--- src/common/mpl_pkg.sv ---
// Package: constants shared by the mark position latch block.
// Assumes a 40 MHz clock and word-aligned register offsets.
package mpl_pkg;
    // Register byte offsets
    localparam logic [7:0] OFS_FUNC_SEL = 8'h00;
    localparam logic [7:0] OFS_CTRL = 8'h04;
    localparam logic [7:0] OFS_UP_LO = 8'h08;
    localparam logic [7:0] OFS_UP_HI = 8'h0C;
    localparam logic [7:0] OFS_DN_LO = 8'h10;
    localparam logic [7:0] OFS_DN_HI = 8'h14;
    localparam logic [7:0] OFS_STATUS = 8'h18;
    localparam logic [7:0] OFS_RISE_POS = 8'h1C;
    localparam logic [7:0] OFS_FALL_POS = 8'h20;
    localparam logic [7:0] OFS_QUERY = 8'h24;
    localparam logic [7:0] OFS_REPLY = 8'h28;
    localparam logic [7:0] OFS_REPLY_INFO = 8'h2C;
    // Control register field positions
    localparam int CTRL_CMD_METHOD = 0;
    localparam int CTRL_FAST_PIN = 1;
    localparam int CTRL_FILT_LSB = 2;
    localparam int CTRL_DEGREE = 4;
    // Function select digit fields
    localparam int FSEL_ROLL_BIT = 4;
    localparam int FSEL_TOP_LSB = 12;
    // Query register fields
    localparam int QRY_CMD_LSB = 8;
    // Reset values
    localparam logic [15:0] FUNC_SEL_RST = 16'h0000;
    localparam logic signed [11:0] DIGITS_RST = 12'sh000;
    // Serial read command and its data numbers
    localparam logic [7:0] CMD_MARK_READ = 8'h1A;
    localparam logic [7:0] DNO_MAX = 8'h03;
    localparam logic [3:0] FRAME_LEN_DATA = 4'h8;
    localparam logic [3:0] FRAME_LEN_INFO = 4'hC;
    // Window arithmetic: limits in thousandths
    localparam logic [19:0] DIGIT_SCALE = 20'h003E8;
    localparam logic [19:0] DEG_FULL = 20'h57E40;
    // Capture time budget on the fast input path
    localparam int CLK_PERIOD_NS = 25;
    localparam int LATCH_TIME_NS = 400000;
    localparam int LATCH_CYC = LATCH_TIME_NS / CLK_PERIOD_NS;
    // Slow input path filter length, cycles
    localparam int SLOW_FILT_CYC = 200;
    // Longest fast filter, cycles
    localparam int FAST_FILT_MAX = 8;
endpackage

--- src/hdl/mpl_limit.sv ---
// Limit builder: turns two three-digit parts into one window limit.
// Assumes each part is held in -999..999 by software.
module mpl_limit (
    input wire logic signed [11:0] lo_digits,
    input wire logic signed [11:0] hi_digits,
    input wire logic degree,
    output logic signed [31:0] limit
);
    import mpl_pkg::*;

    logic neg; // Either part negative
    logic [19:0] mag; // Combined magnitude
    logic [19:0] m1; // Magnitude after one wrap
    logic [19:0] m2; // Magnitude after two wraps

    // Combine parts, then fold degrees into one turn
    always_comb begin
        neg = lo_digits[11] | hi_digits[11];
        mag = 20'((hi_digits[11] ? -hi_digits : hi_digits))
            * DIGIT_SCALE
            + 20'((lo_digits[11] ? -lo_digits : lo_digits));
        m1 = (mag >= DEG_FULL) ? mag - DEG_FULL : mag;
        m2 = (m1 >= DEG_FULL) ? m1 - DEG_FULL : m1;
        if (!degree) begin
            // Linear: sign taken from either part
            limit = neg ? -$signed({12'h000, mag}) : $signed({12'h000, mag});
        end else if (neg && m2 != 20'h00000) begin
            // Negative degrees land in the upper turn
            limit = $signed({12'h000, DEG_FULL - m2});
        end else begin
            limit = $signed({12'h000, m2});
        end
    end
endmodule

--- src/hdl/mpl_edge_filter.sv ---
// Edge filter for the mark-sense pin: synchroniser, glitch filter,
// and one-cycle rise and fall pulses. Assumes an asynchronous pin.
module mpl_edge_filter #(
    parameter int SLOW_CYC = mpl_pkg::SLOW_FILT_CYC
) (
    input wire logic clk,
    input wire logic reset,
    input wire logic pin,
    input wire logic fast,
    input wire logic [1:0] filt_sel,
    output logic rise_evt,
    output logic fall_evt
);
    import mpl_pkg::*;

    // All state in one record
    typedef struct packed {
        logic sync1; // First stage, read by sync2 only
        logic sync2; // Second stage
        logic level; // Filtered level
        logic [15:0] cnt; // Stable-mismatch count
        logic rise; // Rise pulse
        logic fall; // Fall pulse
        logic [3:0] wait_n; // Fast-path wait length, for the check
    } mpl_filt_t;

    mpl_filt_t s_q;
    mpl_filt_t s_d;
    logic [15:0] need; // Cycles the new level must hold

    // Filter length: fast path keeps capture quick
    always_comb begin
        s_d = s_q;
        if (fast) begin
            need = (filt_sel == 2'h0) ? 16'h0000
                : 16'(16'h0001 << filt_sel);
        end else begin
            need = 16'(SLOW_CYC);
        end
        s_d.sync1 = pin;
        s_d.sync2 = s_q.sync1;
        s_d.rise = 1'b0;
        s_d.fall = 1'b0;
        if (s_q.sync2 == s_q.level) begin
            s_d.cnt = 16'h0000; // Bounce restarts the count
        end else if (s_q.cnt >= need) begin
            s_d.level = s_q.sync2;
            s_d.rise = s_q.sync2;
            s_d.fall = ~s_q.sync2;
            s_d.cnt = 16'h0000;
        end else begin
            s_d.cnt = s_q.cnt + 16'h0001;
        end
        // Cycles a new level waits on the fast path; saturates
        if (fast && s_q.sync2 != s_q.level) begin
            s_d.wait_n = (s_q.wait_n == 4'hF) ? s_q.wait_n
                : s_q.wait_n + 4'h1;
        end else begin
            s_d.wait_n = 4'h0;
        end
    end

    // State register
    always_ff @(posedge clk) begin
        if (reset) begin
            s_q <= '0;
        end else begin
            s_q <= s_d;
        end
    end

    assign rise_evt = s_q.rise;
    assign fall_evt = s_q.fall;
endmodule

--- src/hdl/mpl_latch.sv ---
// Top of the mark position latch: register port, window check,
// rise/fall capture and serial read emulation.
// Assumes position and busy inputs are on clk; the pin is not.
//
// The strobed register port and the address map were chosen for this implementation.
module mpl_latch #(
    parameter int LATCH_LIMIT_CYC = mpl_pkg::LATCH_CYC,
    parameter int SLOW_CYC = mpl_pkg::SLOW_FILT_CYC
) (
    input wire logic clk,
    input wire logic reset,
    input wire logic [7:0] addr,
    input wire logic [31:0] wdata,
    input wire logic wr,
    input wire logic rd,
    output logic [31:0] rdata,
    input wire logic mark_sense_input,
    input wire logic signed [31:0] actual_pos,
    input wire logic signed [31:0] start_pos,
    input wire logic homing_active,
    input wire logic manual_active,
    output logic rise_capture_done,
    output logic fall_capture_done,
    output logic parameter_error_alarm
);
    import mpl_pkg::*;

    // All state in one record
    typedef struct packed {
        logic [15:0] func_sel; // mark_function_select
        logic cmd_method; // command_method_select
        logic fast_pin; // fast_pin_assign
        logic [1:0] filt_sel; // fast_input_filter_select
        logic degree; // Degree unit
        logic signed [11:0] up_lo; // window_upper_low_digits
        logic signed [11:0] up_hi; // window_upper_high_digits
        logic signed [11:0] dn_lo; // window_lower_low_digits
        logic signed [11:0] dn_hi; // window_lower_high_digits
        logic signed [31:0] up_lim; // Built upper limit
        logic signed [31:0] dn_lim; // Built lower limit
        logic rise_done; // Rise capture flag
        logic fall_done; // Fall capture flag
        logic alarm; // Window setting error
        logic signed [31:0] rise_pos; // Rise latch
        logic signed [31:0] fall_pos; // Fall latch
        logic signed [31:0] reply; // Query answer data
        logic [3:0] reply_len; // Query frame length
        logic reply_ok; // Query understood
        logic [31:0] rdata; // Read data
    } mpl_top_t;

    mpl_top_t s_q;
    mpl_top_t s_d;
    logic signed [31:0] up_new; // Upper limit from digits
    logic signed [31:0] dn_new; // Lower limit from digits
    logic signed [31:0] pos_eff; // Position used for window
    logic in_win; // Position inside window
    logic can_cap; // Latching allowed now
    logic rise_evt; // Filtered rising edge
    logic fall_evt; // Filtered falling edge
    logic [7:0] q_cmd; // Query command byte
    logic [7:0] q_dno; // Query data number

    // Pin synchroniser and edge filter
    mpl_edge_filter #(
        .SLOW_CYC(SLOW_CYC)
    ) u_filter (
        .clk(clk),
        .reset(reset),
        .pin(mark_sense_input),
        .fast(s_q.fast_pin),
        .filt_sel(s_q.filt_sel),
        .rise_evt(rise_evt),
        .fall_evt(fall_evt)
    );

    // Upper limit builder
    mpl_limit u_up (
        .lo_digits(s_q.up_lo),
        .hi_digits(s_q.up_hi),
        .degree(s_q.degree),
        .limit(up_new)
    );

    // Lower limit builder
    mpl_limit u_dn (
        .lo_digits(s_q.dn_lo),
        .hi_digits(s_q.dn_hi),
        .degree(s_q.degree),
        .limit(dn_new)
    );

    // Window check against registered limits
    always_comb begin
        // Roll feed measures from the start position
        if (s_q.func_sel[FSEL_ROLL_BIT]) begin
            pos_eff = actual_pos - start_pos;
        end else begin
            pos_eff = actual_pos;
        end
        // cmd_method is not consulted here on purpose
        if (s_q.up_lim == s_q.dn_lim) begin
            in_win = 1'b1;
        end else if (s_q.up_lim > s_q.dn_lim) begin
            in_win = pos_eff >= s_q.dn_lim
                && pos_eff <= s_q.up_lim;
        end else if (s_q.degree) begin
            // Window runs through zero
            in_win = pos_eff >= s_q.dn_lim
                || pos_eff <= s_q.up_lim;
        end else begin
            in_win = 1'b0; // Alarm case, nothing taken
        end
        can_cap = s_q.func_sel[15:FSEL_TOP_LSB] == 4'h0
            && !homing_active && !manual_active
            && in_win;
    end

    assign q_cmd = wdata[QRY_CMD_LSB +: 8];
    assign q_dno = wdata[7:0];

    // Next state: registers, captures, query
    always_comb begin
        s_d = s_q;
        s_d.up_lim = up_new;
        s_d.dn_lim = dn_new;
        // Linear window upside down is a setting error
        s_d.alarm = !s_q.degree
            && s_q.up_lim < s_q.dn_lim;
        // Rising capture; flag left alone if already set
        if (rise_evt && can_cap) begin
            s_d.rise_pos = pos_eff;
            s_d.rise_done = 1'b1;
            s_d.fall_done = 1'b0;
        end
        // Falling capture ends the rise flag
        if (fall_evt && can_cap) begin
            s_d.fall_pos = pos_eff;
            s_d.fall_done = 1'b1;
            s_d.rise_done = 1'b0;
        end
        // Edges outside the window change nothing
        // Register writes
        if (wr) begin
            case (addr)
                OFS_FUNC_SEL: s_d.func_sel = wdata[15:0];
                OFS_CTRL: begin
                    s_d.cmd_method = wdata[CTRL_CMD_METHOD];
                    s_d.fast_pin = wdata[CTRL_FAST_PIN];
                    s_d.filt_sel = wdata[CTRL_FILT_LSB +: 2];
                    s_d.degree = wdata[CTRL_DEGREE];
                end
                OFS_UP_LO: s_d.up_lo = wdata[11:0];
                OFS_UP_HI: s_d.up_hi = wdata[11:0];
                OFS_DN_LO: s_d.dn_lo = wdata[11:0];
                OFS_DN_HI: s_d.dn_hi = wdata[11:0];
                OFS_QUERY: begin
                    // Serial read emulation, snapshot taken now
                    s_d.reply_ok = q_cmd == CMD_MARK_READ
                        && q_dno <= DNO_MAX;
                    s_d.reply = q_dno[0] ? s_q.fall_pos
                        : s_q.rise_pos;
                    if (q_cmd != CMD_MARK_READ || q_dno > DNO_MAX) begin
                        s_d.reply_len = 4'h0;
                    end else if (q_dno[1]) begin
                        s_d.reply_len = FRAME_LEN_INFO;
                    end else begin
                        s_d.reply_len = FRAME_LEN_DATA;
                    end
                end
                default: ; // Others read-only or unmapped
            endcase
        end
        // Register reads, data valid one cycle later only
        s_d.rdata = 32'h00000000;
        if (rd) begin
            case (addr)
                OFS_FUNC_SEL: s_d.rdata = {16'h0000, s_q.func_sel};
                OFS_CTRL: s_d.rdata = {27'h0000000, s_q.degree,
                    s_q.filt_sel, s_q.fast_pin, s_q.cmd_method};
                OFS_UP_LO: s_d.rdata = {20'h00000, s_q.up_lo};
                OFS_UP_HI: s_d.rdata = {20'h00000, s_q.up_hi};
                OFS_DN_LO: s_d.rdata = {20'h00000, s_q.dn_lo};
                OFS_DN_HI: s_d.rdata = {20'h00000, s_q.dn_hi};
                OFS_STATUS: s_d.rdata = {29'h00000000, s_q.alarm,
                    s_q.fall_done, s_q.rise_done};
                OFS_RISE_POS: s_d.rdata = s_q.rise_pos;
                OFS_FALL_POS: s_d.rdata = s_q.fall_pos;
                OFS_REPLY: s_d.rdata = s_q.reply;
                // Info: unit and roll feed as extra information
                OFS_REPLY_INFO: s_d.rdata = {24'h000000,
                    s_q.degree, s_q.func_sel[FSEL_ROLL_BIT],
                    s_q.reply_ok, 1'b0, s_q.reply_len};
                default: s_d.rdata = 32'h00000000;
            endcase
        end
    end

    // State register
    always_ff @(posedge clk) begin
        if (reset) begin
            s_q <= '0;
            s_q.func_sel <= FUNC_SEL_RST;
            s_q.up_lo <= DIGITS_RST;
        end else begin
            s_q <= s_d;
        end
    end

    // Outputs straight from flip-flops
    assign rdata = s_q.rdata;
    assign rise_capture_done = s_q.rise_done;
    assign fall_capture_done = s_q.fall_done;
    assign parameter_error_alarm = s_q.alarm;
endmodule

--- config.mk ---
export PLATFORM = sky130hd
export DESIGN_NAME = mpl_latch
export DESIGN_NICKNAME = d
export VERILOG_FILES = /design/src/common/mpl_pkg.sv /design/src/hdl/mpl_limit.sv /design/src/hdl/mpl_edge_filter.sv /design/src/hdl/mpl_latch.sv
export SDC_FILE = /design/constraint.sdc
export NUM_CORES = 1
export LEC_CHECK = 0
export BUFFER_PORTS_ARGS = -buffer_cell sky130_fd_sc_hd__buf_4
export CELL_PAD_IN_SITES_DETAIL_PLACEMENT = 1
export CELL_PAD_IN_SITES_GLOBAL_PLACEMENT = 1
export CORE_ASPECT_RATIO = 0.7
export CORE_UTILIZATION = 50
export DETAILED_ROUTE_END_ITERATION = 8
export PLACE_DENSITY_LB_ADDON = 0.1
export SLEW_MARGIN = 25
export SYNTH_ARGS = -nofsm -noshare
export SYNTH_HDL_FRONTEND = slang
export SYNTH_SLANG_ARGS = --single-unit
--- constraint.sdc ---
create_clock -name clk -period 26.3 [get_ports clk]
set_input_delay 1.315 -clock clk [delete_from_list [all_inputs] [get_ports clk]]
set_output_delay 1.315 -clock clk [all_outputs]
set_load 0.02 [all_outputs]
==> run metrics <==
Setup WS post-layout=~15 ns; CTS Buffer Depth=3; Post-CTS Setup Bufs=0; total gr overflow=0; top cells by count, synth=inv_1 (291), dfxtp_1 (287), nor2_1 (283); unrepaired setup endpoints after global routing=no; pwr dens=44.4 mW/mm²; Compound-Gate Fraction of Synth Area=0.220; Root Buffer=clkbuf_16; largest family of logic cells by synthesized area=compound AO/OA/AOI/OAI gates; Hold Path Class=flip-flop to flip-flop; drt first pass iters=6; Max IR drop VDD=between 0.04 and 0.05 mV; Clk Latency, worst-skew pair=0.59 ns; quantity of gates resized following cts=0; Setup Crit Path Kind=flip-flop to flip-flop; FMAX=86.4 MHz; Adder-Cell Fraction of Synth Area=0.176; top_reg_cell synth=dfxtp_1; Die Area=about 0.052 mm²; minimum clock period after layout=11.57 ns; Final setup viols=0; YS warnings=0; Post-synth EDFFs=0; Final Max Tran Viols=0; initial core utilization=0.507; Syn Inst Count=~3200; reg2reg path depth=41; post-synthesis xor/xnor area fraction=0.0801; DRT antenna net count=0; Hold Worst Slack=0.446 ns; period utilisation layout=0.440; reg2reg setup slack=14.73 ns; Die X=273 µm; CP startpoint=s_q[224]; buffers added on ports=approximately 130; CTS buffer count=27; Worst Setup EP=s_q[178]; Area contributors post-synth=dfxtp_1 (22%), ha_1 (12%), fa_1 (6.0%); area delta synth->final=9.41%; Area after DPL=around 0.027 mm²; GRT Total Usage=0.339; R2R Path Start=s_q[224]; Total Wirelength=~90000 µm; vias in the first global route=24800; Yosys reg bits=287; CP max-delay cell=a222oi_1; Hold Crit Start=u_filter.s_d[23]; Reg clk slew, reported paths=0.07 ns; post-route cell area=0.0282 mm²; CP Max Fanout=22; CP max stage delay=0.67 ns; crit path capture type=flip-flop; # hold bufs at CTS=0; I/O pin count=146; DR vias=~25000; post-synth top area share=0.223; top cell type by total area after synthesis=dfxtp_1; DR WL/cell=23.2 µm; row count=69; post-place setup slack=around 15 ns; first-pass GRT wire length=~140000 µm; share of cells above drive strength 1=0.0953; Design Power=1.25 mW; antenna violations before repair=4; Cell variety after synth=108; # diodes=0; CP Data Arrival Time=12.02 ns; sequential element share of the synthesized area=0.223; Synth Area in Simple Gates=0.170; Least-Margin Pin Slew=1.16 ns; pin count of the biggest net entering global routing=79; crit start category=flip-flop; Final Hold Viols=0; Clock Skews=~0.026 ns; CTS tree=yes; post-synthesis mux area share=0.0587; syn avg cell area=8.13 µm²; gpl congestion=0.936; DR iter-0 viols=2076; fillers=~6000; Num Clock Sinks=287; status=completed; Nets=3654; synthesized area=0.0257 mm²; most common cell in the netlist=inv_1; routed vias/inst=6.28; die span in y=192 µm; Critical Path Most Common Cell=ha_1; Static Leak=12.1 nW; WP data required=26.75 ns; Final HPWL DP=71700 µm; ys async rst share=0; reg2reg end=s_q[178]; # DRC=0; core region area=0.0508 mm²; setup tns final=0 ns; max-cap violations=0; H-tree depth=1; slew margin rel.=0.223
[how the worst min path moves through the flow]
stage	endpoint	slack [ns]	depth (start not counted)
floorplan	u_filter.s_q[23]	0.41	1
global placement	u_filter.s_q[23]	0.43	1
detailed placement	u_filter.s_q[23]	0.44	1
CTS	u_filter.s_q[23]	0.46	1
global route	u_filter.s_q[23]	0.47	1
finish	u_filter.s_q[23]	0.45	1
[per-layer routing]
metal / routed length (µm) / GRT usage
met1: 42400 / 0.487
met2: 39700 / 0.527
met3: 6620 / 0.0535
met4: 2160 / 0.0834
met5: 31 / 0
[cell type report]
type                            instances  area [µm²]  share of cell area
Clock buffer                           38         767              0.0272
Clock inverter                          8        57.6             0.00204
Tap cell                              674         843              0.0299
Sequential cell                       287        5750               0.204
Multi-Input combinational cell       2459       18400               0.653
Timing Repair Buffer                  160        1260              0.0448
Inverter                              292        1100              0.0389
[stage by stage]
| stage | util | instances |
|---|---|---|
| floorplan | - | 3200 |
| global placement | 0.536 | 3867 |
| detailed placement | 0.536 | 3867 |
| CTS | 0.552 | 3913 |
| global route | 0.555 | 3918 |
| finish | 0.555 | 3918 |
[cells in the final DEF (no fill, tap or decap), drive strengths merged, types with 70 or more instances in the layout]
cell   instances
xor2          70
o21ai        103
a21oi        218
fa            77
nand2        270
xnor2        162
inv          292
mux2i        111
dfxtp        287
nor2         283
ha           239
buf          159
[power by group]
part / internal (mW) / switching (mW) / leakage, nW / total (mW)
Sequential: 0.439 / 0.00440 / 2.32 / 0.444
Clock: 0.203 / 0.183 / 0.409 / 0.386
Combinational: 0.151 / 0.270 / 9.34 / 0.421
Total: 0.794 / 0.457 / 12.1 / 1.25
[flip-flops by register name (all words and copies together) (netlist names)]
| name | count |
|---|---|
| u_filter.s_d | 1 |
| u_filter.rise_evt | 1 |
| s_q | 231 |
| rise_capture_done | 1 |
| u_filter.fall_evt | 1 |
| u_filter.s_q | 18 |
| fall_capture_done | 1 |
| rdata | 32 |
| parameter_error_alarm | 1 |
[logic make-up (layout without fill, tap and decap cells)]
family                     count (synthesis)  in the layout
xor gates and xnor gates                 233            233
muxes                                    145            145
other                                      2             35
and+or+nand+nor                          919            919
adders and majority gates                317            317
AOI/OAI and AO/OA                        810            810
buffers and inverters                    454            498
DFF                                      287            287
[worst max-delay path: cells and delay by family (launching register included)]
family,cells,cell delay [ns]
AO/OA/AOI/OAI,16,4.43
XOR/XNOR,3,0.31
adder cells (fa/ha/maj),7,2.58
buffers and inverters,5,0.73
flip-flops,1,0.66
multiplexers,1,0.34
AND/OR/NAND/NOR,9,2.34
Power figures use the tool's default switching activity.
